**config.mk**
```make
export PLATFORM = sky130hd
export DESIGN_NAME = scic_top
export DESIGN_NICKNAME = d
export VERILOG_FILES = /design/src/rtl/scic_pkg.sv /design/src/rtl/scic_top.sv
export VERILOG_INCLUDE_DIRS = /design/src /design/src/rtl
export SDC_FILE = /design/constraint.sdc
export NUM_CORES = 2
export LEC_CHECK = 0
export BUFFER_PORTS_ARGS = -buffer_cell sky130_fd_sc_hd__buf_4
export CAP_MARGIN = 20
export CORE_MARGIN = 5
export CORE_UTILIZATION = 69
export DETAILED_ROUTE_END_ITERATION = 7
export GPL_TIMING_DRIVEN = 1
export PLACE_DENSITY_LB_ADDON = 0.1
export SETUP_SLACK_MARGIN = 0.4
export SYNTH_ARGS = -nofsm -noshare
export SYNTH_HDL_FRONTEND = slang
export SYNTH_SLANG_ARGS = --single-unit
```
**constraint.sdc**
```tcl
create_clock -name i_ref_clk -period 25 [get_ports i_ref_clk]
set_clock_uncertainty 0.05 [all_clocks]
set_input_delay 2.5 -clock i_ref_clk [delete_from_list [all_inputs] [get_ports i_ref_clk]]
set_output_delay 2.5 -clock i_ref_clk [all_outputs]
set_load 0.05 [all_outputs]
```
**src/rtl/scic_map.svh**
```systemverilog
`ifndef SCIC_MAP_SVH
`define SCIC_MAP_SVH

// ----------------------------------------------------------------------
// Register indices (word index on the plain register port)
// ----------------------------------------------------------------------
`define SCIC_ADDR_W          4
`define SCIC_REG_CTRL        4'h0
`define SCIC_REG_ANA_SCALE   4'h1
`define SCIC_REG_ANA_BIAS    4'h2
`define SCIC_REG_DUTY_SCALE  4'h3
`define SCIC_REG_DUTY_BIAS   4'h4
`define SCIC_REG_CORNER      4'h5
`define SCIC_REG_SW_CMD      4'h6
`define SCIC_REG_STATUS      4'h7
`define SCIC_REG_CMD_OUT     4'h8

// ----------------------------------------------------------------------
// Field positions and reset values
// ----------------------------------------------------------------------
`define SCIC_CTRL_SRC_LSB    0
`define SCIC_CTRL_MODE_LSB   2
`define SCIC_CTRL_MODEL_LSB  4
`define SCIC_CTRL_QUART_BIT  6
`define SCIC_STAT_REFUSED    0
`define SCIC_STAT_SAT        1
`define SCIC_STAT_BYPASS     2
`define SCIC_CTRL_RST        7'h00
`define SCIC_SCALE_RST       16'h0233
`define SCIC_BIAS_RST        16'h0000
`define SCIC_SCALE_FRAC      12

// ----------------------------------------------------------------------
// Filter corner, in millihertz
// ----------------------------------------------------------------------
`define SCIC_CORNER_MIN      27'h00005EE
`define SCIC_CORNER_MAX      27'h58EF170
`define SCIC_CORNER_GAP_LO   27'h02C7AB8
`define SCIC_CORNER_GAP_HI   27'h17B8828
`define SCIC_CORNER_RST      27'h58EF170
`define SCIC_ALPHA_K         8'h87

// ----------------------------------------------------------------------
// Command limits and timing
// ----------------------------------------------------------------------
`define SCIC_PEAK_4A5        24'h001194
`define SCIC_PEAK_9A         24'h002328
`define SCIC_PEAK_18A        24'h004650
`define SCIC_VEL_LIMIT       24'h004786
`define SCIC_CLK_NS          5
`define SCIC_SAMPLE_NS       5000
`define SCIC_SAMPLE_DIV      (`SCIC_SAMPLE_NS / `SCIC_CLK_NS)
`define SCIC_DUTY_MUL        8'h83
`define SCIC_DUTY_CENTER     18'h07FEE

`endif

```
**src/rtl/scic_pkg.sv**
```systemverilog
package scic_pkg;

  typedef enum logic [1:0] {
    SCIC_SRC_ANALOG  = 2'b00,
    SCIC_SRC_DUTY    = 2'b01,
    SCIC_SRC_SW_ANA  = 2'b10,
    SCIC_SRC_SW_DUTY = 2'b11
  } scic_src_t;

  typedef enum logic [1:0] {
    SCIC_MODE_CURRENT  = 2'b00,
    SCIC_MODE_VELOCITY = 2'b01,
    SCIC_MODE_POSITION = 2'b10,
    SCIC_MODE_RSVD     = 2'b11
  } scic_mode_t;

  typedef struct packed {
    logic       bus_voltage_scale;
    logic [1:0] model_peak;
    scic_mode_t loop_operating_mode;
    scic_src_t  command_source_select;
  } scic_ctrl_t;

endpackage : scic_pkg

```
**src/rtl/scic_top.sv**
```systemverilog
`timescale 1ns/100ps
`include "scic_map.svh"

// Functional notes
// - Selector 00 analog (default), 01 duty input
// - Selector 11: software value via duty path
// - Command = (input minus bias) times scale
// - Scale signed; negative reverses direction
// - Scale units follow path and loop mode
// - Nonzero bias clips usable scale range
// - Bias in volts or duty, cancels source bias
// - Bias spans command range, tied to scale
// - Two cascaded single-pole filters, one corner
// - Corner settings in forbidden gap refused
// - Upper corner band leaves command unfiltered
// - Software value used only when selected; limited
// - Position mode ignores the software value
// - Software value not writable from network
// - Limits from model peak in current mode, else fixed
// - Factory +10 V gives full clockwise current
module scic_top #(
  parameter int IN_W  = 16,
  parameter int CMD_W = 24
) (
  input  wire logic                       i_ref_clk,
  input  wire logic                       i_nrst,
  input  wire logic [`SCIC_ADDR_W-1:0]    i_addr,
  input  wire logic [31:0]                i_wdata,
  input  wire logic                       i_wr,
  input  wire logic                       i_rd,
  input  wire logic                       i_wr_from_net,
  output logic      [31:0]                o_rdata,
  input  wire logic signed [IN_W-1:0]     i_analog_sample,
  input  wire logic                       i_analog_valid,
  input  wire logic                       i_duty_cycle_command_input,
  output logic signed [CMD_W-1:0]         o_scaled_loop_command,
  output scic_pkg::scic_ctrl_t            o_ctrl
);
  import scic_pkg::*;

  initial begin
    if (IN_W != 16 || CMD_W < 22 || CMD_W > 32) begin
      $error("scic_top: unsupported width parameters");
    end
  end

  localparam int DIV = `SCIC_SAMPLE_DIV;
  localparam int CW  = $clog2(DIV + 1);

  // ----------------------------------------------------------------------
  // Register file
  // ----------------------------------------------------------------------
  scic_ctrl_t               ctrl_r;
  logic signed [15:0]       ana_scale_r;
  logic signed [15:0]       ana_bias_r;
  logic signed [15:0]       duty_scale_r;
  logic signed [15:0]       duty_bias_r;
  logic        [26:0]       corner_r;
  logic signed [15:0]       sw_cmd_r;
  logic                     refused_r;
  logic                     sat_r;
  logic                     corner_ok;
  logic                     bypass;
  logic        [26:0]       wr_corner;

  assign wr_corner = i_wdata[26:0];
  // Endpoints of the gap stay legal; only the interior is refused
  assign corner_ok = (wr_corner >= `SCIC_CORNER_MIN)
                   && (wr_corner <= `SCIC_CORNER_MAX)
                   && !((wr_corner > `SCIC_CORNER_GAP_LO)
                     && (wr_corner < `SCIC_CORNER_GAP_HI));

  always_ff @(posedge i_ref_clk or negedge i_nrst) begin
    if (!i_nrst) begin
      ctrl_r       <= scic_ctrl_t'(`SCIC_CTRL_RST);
      ana_scale_r  <= `SCIC_SCALE_RST;
      ana_bias_r   <= `SCIC_BIAS_RST;
      duty_scale_r <= `SCIC_SCALE_RST;
      duty_bias_r  <= `SCIC_BIAS_RST;
      corner_r     <= `SCIC_CORNER_RST;
      sw_cmd_r     <= 16'h0000;
    end else if (i_wr) begin
      unique case (i_addr)
        `SCIC_REG_CTRL: begin
          ctrl_r <= scic_ctrl_t'(i_wdata[6:0]);
        end
        `SCIC_REG_ANA_SCALE:  ana_scale_r  <= i_wdata[15:0];
        `SCIC_REG_ANA_BIAS:   ana_bias_r   <= i_wdata[15:0];
        `SCIC_REG_DUTY_SCALE: duty_scale_r <= i_wdata[15:0];
        `SCIC_REG_DUTY_BIAS:  duty_bias_r  <= i_wdata[15:0];
        `SCIC_REG_CORNER: begin
          if (corner_ok) begin
            corner_r <= wr_corner;
          end
        end
        `SCIC_REG_SW_CMD: begin
          if (!i_wr_from_net) begin
            sw_cmd_r <= i_wdata[15:0];
          end
        end
        default: ;
      endcase
    end
  end

  // Sticky refusal flag; a refusal in the clearing cycle wins
  always_ff @(posedge i_ref_clk or negedge i_nrst) begin
    if (!i_nrst) begin
      refused_r <= 1'b0;
    end else if (i_wr && i_addr == `SCIC_REG_CORNER && !corner_ok) begin
      refused_r <= 1'b1;
    end else if (i_wr && i_addr == `SCIC_REG_STATUS
                 && i_wdata[`SCIC_STAT_REFUSED]) begin
      refused_r <= 1'b0;
    end
  end

  always_ff @(posedge i_ref_clk or negedge i_nrst) begin
    if (!i_nrst) begin
      o_rdata <= 32'h0000_0000;
    end else if (i_rd) begin
      unique case (i_addr)
        `SCIC_REG_CTRL:       o_rdata <= {25'h0, ctrl_r};
        `SCIC_REG_ANA_SCALE:  o_rdata <= {16'h0, ana_scale_r};
        `SCIC_REG_ANA_BIAS:   o_rdata <= {16'h0, ana_bias_r};
        `SCIC_REG_DUTY_SCALE: o_rdata <= {16'h0, duty_scale_r};
        `SCIC_REG_DUTY_BIAS:  o_rdata <= {16'h0, duty_bias_r};
        `SCIC_REG_CORNER:     o_rdata <= {5'h0, corner_r};
        `SCIC_REG_SW_CMD:     o_rdata <= {16'h0, sw_cmd_r};
        `SCIC_REG_STATUS:     o_rdata <= {29'h0, bypass, sat_r, refused_r};
        `SCIC_REG_CMD_OUT: begin
          o_rdata <= 32'(o_scaled_loop_command);
        end
        default:              o_rdata <= 32'h0000_0000;
      endcase
    end else begin
      o_rdata <= 32'h0000_0000;
    end
  end

  assign o_ctrl = ctrl_r;

  // ----------------------------------------------------------------------
  // Sample rate divider and input capture
  // ----------------------------------------------------------------------
  logic [CW-1:0]            div_r;
  logic                     smp_en;
  logic                     duty_meta_r;
  logic                     duty_sync_r;
  logic [CW-1:0]            high_cnt_r;
  logic signed [IN_W-1:0]   analog_r;
  logic signed [IN_W-1:0]   duty_x_r;
  logic [17:0]              duty_mul;

  assign smp_en = (div_r == CW'(DIV - 1));

  always_ff @(posedge i_ref_clk or negedge i_nrst) begin
    if (!i_nrst) begin
      div_r <= '0;
    end else begin
      div_r <= smp_en ? '0 : div_r + 1'b1;
    end
  end

  always_ff @(posedge i_ref_clk or negedge i_nrst) begin
    if (!i_nrst) begin
      duty_meta_r <= 1'b0;
      duty_sync_r <= 1'b0;
    end else begin
      duty_meta_r <= i_duty_cycle_command_input;
      duty_sync_r <= duty_meta_r;
    end
  end

  // High time over one sample window maps to a signed duty, 50 % near 0
  assign duty_mul = 18'(high_cnt_r * `SCIC_DUTY_MUL) >> 1;

  always_ff @(posedge i_ref_clk or negedge i_nrst) begin
    if (!i_nrst) begin
      high_cnt_r <= '0;
      duty_x_r   <= '0;
    end else if (smp_en) begin
      high_cnt_r <= CW'(duty_sync_r);
      duty_x_r   <= IN_W'(duty_mul - `SCIC_DUTY_CENTER);
    end else if (duty_sync_r) begin
      high_cnt_r <= high_cnt_r + 1'b1;
    end
  end

  always_ff @(posedge i_ref_clk or negedge i_nrst) begin
    if (!i_nrst) begin
      analog_r <= '0;
    end else if (i_analog_valid) begin
      analog_r <= i_analog_sample;
    end
  end

  // ----------------------------------------------------------------------
  // Two cascaded single-pole low-pass stages
  // ----------------------------------------------------------------------
  logic [34:0]              alpha_full;
  logic [15:0]              alpha;
  logic signed [IN_W-1:0]   hw_x;
  logic signed [23:0]       stage_r [2];
  logic signed [23:0]       stage_in [2];
  logic signed [IN_W-1:0]   hw_filt;

  // Alpha approximates 2*pi*f*Ts in Q16 for the fixed sample period
  assign alpha_full = corner_r * `SCIC_ALPHA_K;
  assign alpha      = alpha_full[31:16];
  // Upper band needs no arithmetic; the stages are simply bypassed
  assign bypass     = (corner_r >= `SCIC_CORNER_GAP_HI);
  assign hw_x       = ctrl_r.command_source_select[0] ? duty_x_r : analog_r;
  assign stage_in[0] = {hw_x, 8'h00};
  assign stage_in[1] = stage_r[0];

  generate
    for (genvar s = 0; s < 2; s++) begin : g_stage
      logic signed [24:0] diff;
      logic signed [41:0] prod;
      assign diff = 25'(stage_in[s]) - 25'(stage_r[s]);
      assign prod = diff * $signed({1'b0, alpha});
      always_ff @(posedge i_ref_clk or negedge i_nrst) begin
        if (!i_nrst) begin
          stage_r[s] <= '0;
        end else if (smp_en) begin
          stage_r[s] <= stage_r[s] + prod[39:16];
        end
      end
    end
  endgenerate

  assign hw_filt = bypass ? hw_x : stage_r[1][23:8];

  // ----------------------------------------------------------------------
  // Offset, scale and limiting
  // ----------------------------------------------------------------------
  logic                     sw_sel;
  logic                     duty_path;
  logic                     pos_mode;
  logic signed [IN_W-1:0]   path_in;
  logic signed [15:0]       bias;
  logic signed [15:0]       scale;
  logic signed [16:0]       diff_in;
  logic signed [32:0]       prod_out;
  logic signed [CMD_W-1:0]  scaled;
  logic signed [CMD_W-1:0]  limit;
  logic                     over_pos;
  logic                     over_neg;

  assign sw_sel    = ctrl_r.command_source_select[1];
  assign duty_path = ctrl_r.command_source_select[0];
  assign pos_mode  = (ctrl_r.loop_operating_mode == SCIC_MODE_POSITION);

  always_comb begin
    if (sw_sel) begin
      path_in = pos_mode ? '0 : sw_cmd_r;
    end else begin
      path_in = hw_filt;
    end
  end

  assign bias     = duty_path ? duty_bias_r  : ana_bias_r;
  assign scale    = duty_path ? duty_scale_r : ana_scale_r;
  assign diff_in  = 17'(path_in) - 17'(bias);
  assign prod_out = diff_in * scale;
  assign scaled   = CMD_W'(prod_out >>> `SCIC_SCALE_FRAC);

  // Bus scale only rescales voltage-side figures outside this block
  always_comb begin
    if (ctrl_r.loop_operating_mode == SCIC_MODE_CURRENT) begin
      unique case (ctrl_r.model_peak)
        2'b00:   limit = CMD_W'(`SCIC_PEAK_4A5);
        2'b01:   limit = CMD_W'(`SCIC_PEAK_9A);
        default: limit = CMD_W'(`SCIC_PEAK_18A);
      endcase
    end else begin
      limit = CMD_W'(`SCIC_VEL_LIMIT);
    end
  end

  // Saturation is what narrows the usable scale once a bias is set
  assign over_pos = (scaled > limit);
  assign over_neg = (scaled < -limit);

  always_ff @(posedge i_ref_clk or negedge i_nrst) begin
    if (!i_nrst) begin
      o_scaled_loop_command <= '0;
      sat_r                 <= 1'b0;
    end else begin
      sat_r <= over_pos || over_neg;
      if (over_pos) begin
        o_scaled_loop_command <= limit;
      end else if (over_neg) begin
        o_scaled_loop_command <= -limit;
      end else begin
        o_scaled_loop_command <= scaled;
      end
    end
  end

endmodule : scic_top

```
==> results.json <==
{
  "synth_top_area_cell": "fa_1",
  "fin_crit_ps": 14610,
  "synthArstFlopShare_pct": 100,
  "drc": 0,
  "netlist_area_sq_um": 58000,
  "gp_congestion": 0.974,
  "synth_top_area_share_pct": 37.3,
  "crit_type": "flop to flop",
  "cts-root-buf": "clkbuf_16",
  "area_growth_pct": 6.02,
  "setup_viol": 0,
  "cap_viol_max_count": 0,
  "worstSkewPairLatency_ps": 620,
  "setup_tns_ps": 0,
  "cts_buffer_depth": 3,
  "die-area_sq_um": 90000,
  "regArea_sq_um": 6790,
  "startpoint_type": "flop",
  "cts.sinks": 270,
  "grt_usage_pct": 34.4,
  "yosys-top-cells-count": "inv_1, fa_1, nand2_1",
  "die_x_microns": 300,
  "cp_slowest_cell": "dfstp_2",
  "synth-edff-count": 0,
  "required_ps": 25440,
  "grt_max_degree": 169,
  "routed_via_density": 5.89,
  "critical-path-top-delay-family": "compound AO/OA/AOI/OAI gates",
  "rows": 106,
  "hold_path_class": "flop to flop",
  "ys_seq_area_share_pct": 11.7,
  "yosysWarnings": 0,
  "port_buffers": 116,
  "post-cts-setup-buffer-count": 0,
  "status": "completed",
  "coreArea_sq_um": 83600,
  "ios": 122,
  "antenna_found_initial": 1,
  "nets": 8125,
  "grt-ovfl-total": 0,
  "routed_wl_mm": 151,
  "grt_pass1_wl_mm": 247,
  "synth_ff_type": "dfrtp_1",
  "numCtsBuffers": 31,
  "clk_pin_slew_ps": 60,
  "grt_pass1_vias": 47068,
  "die_h_microns": 300,
  "cpMostUsedCell": "a21oi_1",
  "wl_per_cell_microns": 20.0,
  "num_vias": 44483,
  "syn_avg_cell_area_sq_um": 9.05,
  "rsz0062_at_grt": "false",
  "yosysMostFrequentCell": "inv_1",
  "fin_crit_sh_pct": 58.4,
  "slew_violations": 0,
  "first_pass_iters": 8,
  "ctsResizeCount": 0,
  "dp_hpwl_mm": 120,
  "crit_path_max_fanout": 33,
  "syn_inst": 6416,
  "drt_iter0_drc": 3734,
  "worst_pin_slew_ps": 1140,
  "start_util_pct": 69.5,
  "ys_top_cells_by_area": "fa_1, ha_1, dfrtp_1",
  "max_stage_delay_ps": 700,
  "drtAntennaViolNets": 0,
  "final_util_pct": 73.6,
  "slew_headroom_pct": 22.4,
  "timing.fmax_mhz": 68.4,
  "synth_seq_cells": 270,
  "final.setup.worst_slack_ps": 10390,
  "hold_viol": 0,
  "critPathArrivalTime_ps": 15050,
  "htreeDepth": 1,
  "fill_cells": 6329,
  "multi_input_area_sq_um": 45200,
  "cts_tree": "built",
  "cts_hold_buf": 0,
  "yosysUniqueCellTypes": 97,
  "place_ws_ps": 10300,
  "worst-path-buf-inv": 8,
  "layout-drive-gt1-share_pct": 8.34,
  "endpoint_kind": "flop"
}
[per-layer routing]
layer	vias up	routed length [microns]	GRT usage, %
li1	19691	-	-
met1	22379	58900	46.8
met5	-	0	0
met3	429	14900	6.98
met2	1984	69600	55.5
met4	0	7280	12.9
[cell type report]
type | count | share of cell area, %
Multi-Input combinational cell | 4477 | 73.5
Sequential cell | 270 | 11.0
Inverter | 1442 | 8.80
Timing Repair Buffer | 218 | 2.69
Tap cell | 1080 | 2.20
Clock buffer | 38 | 1.37
Clock inverter | 20 | 0.417
Antenna cell | 1 | 0.00407
[stage by stage]
step / area, sq um / hold WS, ps / instances
final: 61500 / 298 / 7546
after global routing: 61500 / 302 / 7545
after CTS: 61500 / 302 / 7540
after detailed placement: 60400 / 288 / 7482
after global placement: 60400 / 285 / 7482
after floorplan: 58100 / 281 / 6420
[sequential cells by signal, summed over array words and instances (netlist names), 16 cells and up]
name and flops:
stage_in 24, o_rdata 28, ana_bias_r 16, stage_r 24, sw_cmd_r 16, duty_scale_r 16, o_scaled_loop_command 24, analog_r 16
corner_r 27, ana_scale_r 16, duty_x_r 16, duty_bias_r 16
[layout by cell type, fill, tap and decap left out, drive strengths merged, types with 31 or more instances in the layout]
cell    netlist  final
o21ai       177    177
mux2i        32     32
a21oi       167    167
dfrtp       246    246
nand2       845    845
a22oi        35     35
ha          544    544
fa         1082   1082
a21o         65     65
xor2        103    103
mux2        164    164
nor2b        66     66
xnor2       186    186
and2         82     82
inv        1441   1447
nand3        44     44
clkbuf      209     38
a31oi        33     33
nor2        441    441
nor3         52     52
nand2b       31     31
buf          22    218
[kinds of logic after synthesis]
kind of cell	after synthesis	share of synthesized area [%]
muxes	196	3.74
buffers and inverters	1673	10.9
xor gates and xnor gates	290	4.40
adders and majority gates	1626	49.0
DFF	270	11.7
AOI/OAI and AO/OA	681	7.76
other	1	0.00646
and+or+nand+nor	1679	12.5
[final timing paths]
check	startpoint	to	slack, ps	depth (start not counted)
worst max register to register	corner_r[4]$_DFFE_PN1P_	o_scaled_loop_command[8]$_DFF_PN0_	10390	58
min in group asynchronous	i_nrst	high_cnt_r[0]$_DFFE_PN0P_	1870	1
max in group asynchronous	i_nrst	o_ctrl[0]$_DFFE_PN0P_	21520	2
worst max-delay path	corner_r[4]$_DFFE_PN1P_	o_scaled_loop_command[8]$_DFF_PN0_	10390	58
worst min-delay path	duty_meta_r$_DFF_PN0_	duty_sync_r$_DFF_PN0_	300	0
worst min register to register	duty_meta_r$_DFF_PN0_	duty_sync_r$_DFF_PN0_	300	0
Power is left out: the tool's default activity adds up to more than one toggle a clock period on the data nets, which glitch-free logic cannot reach.
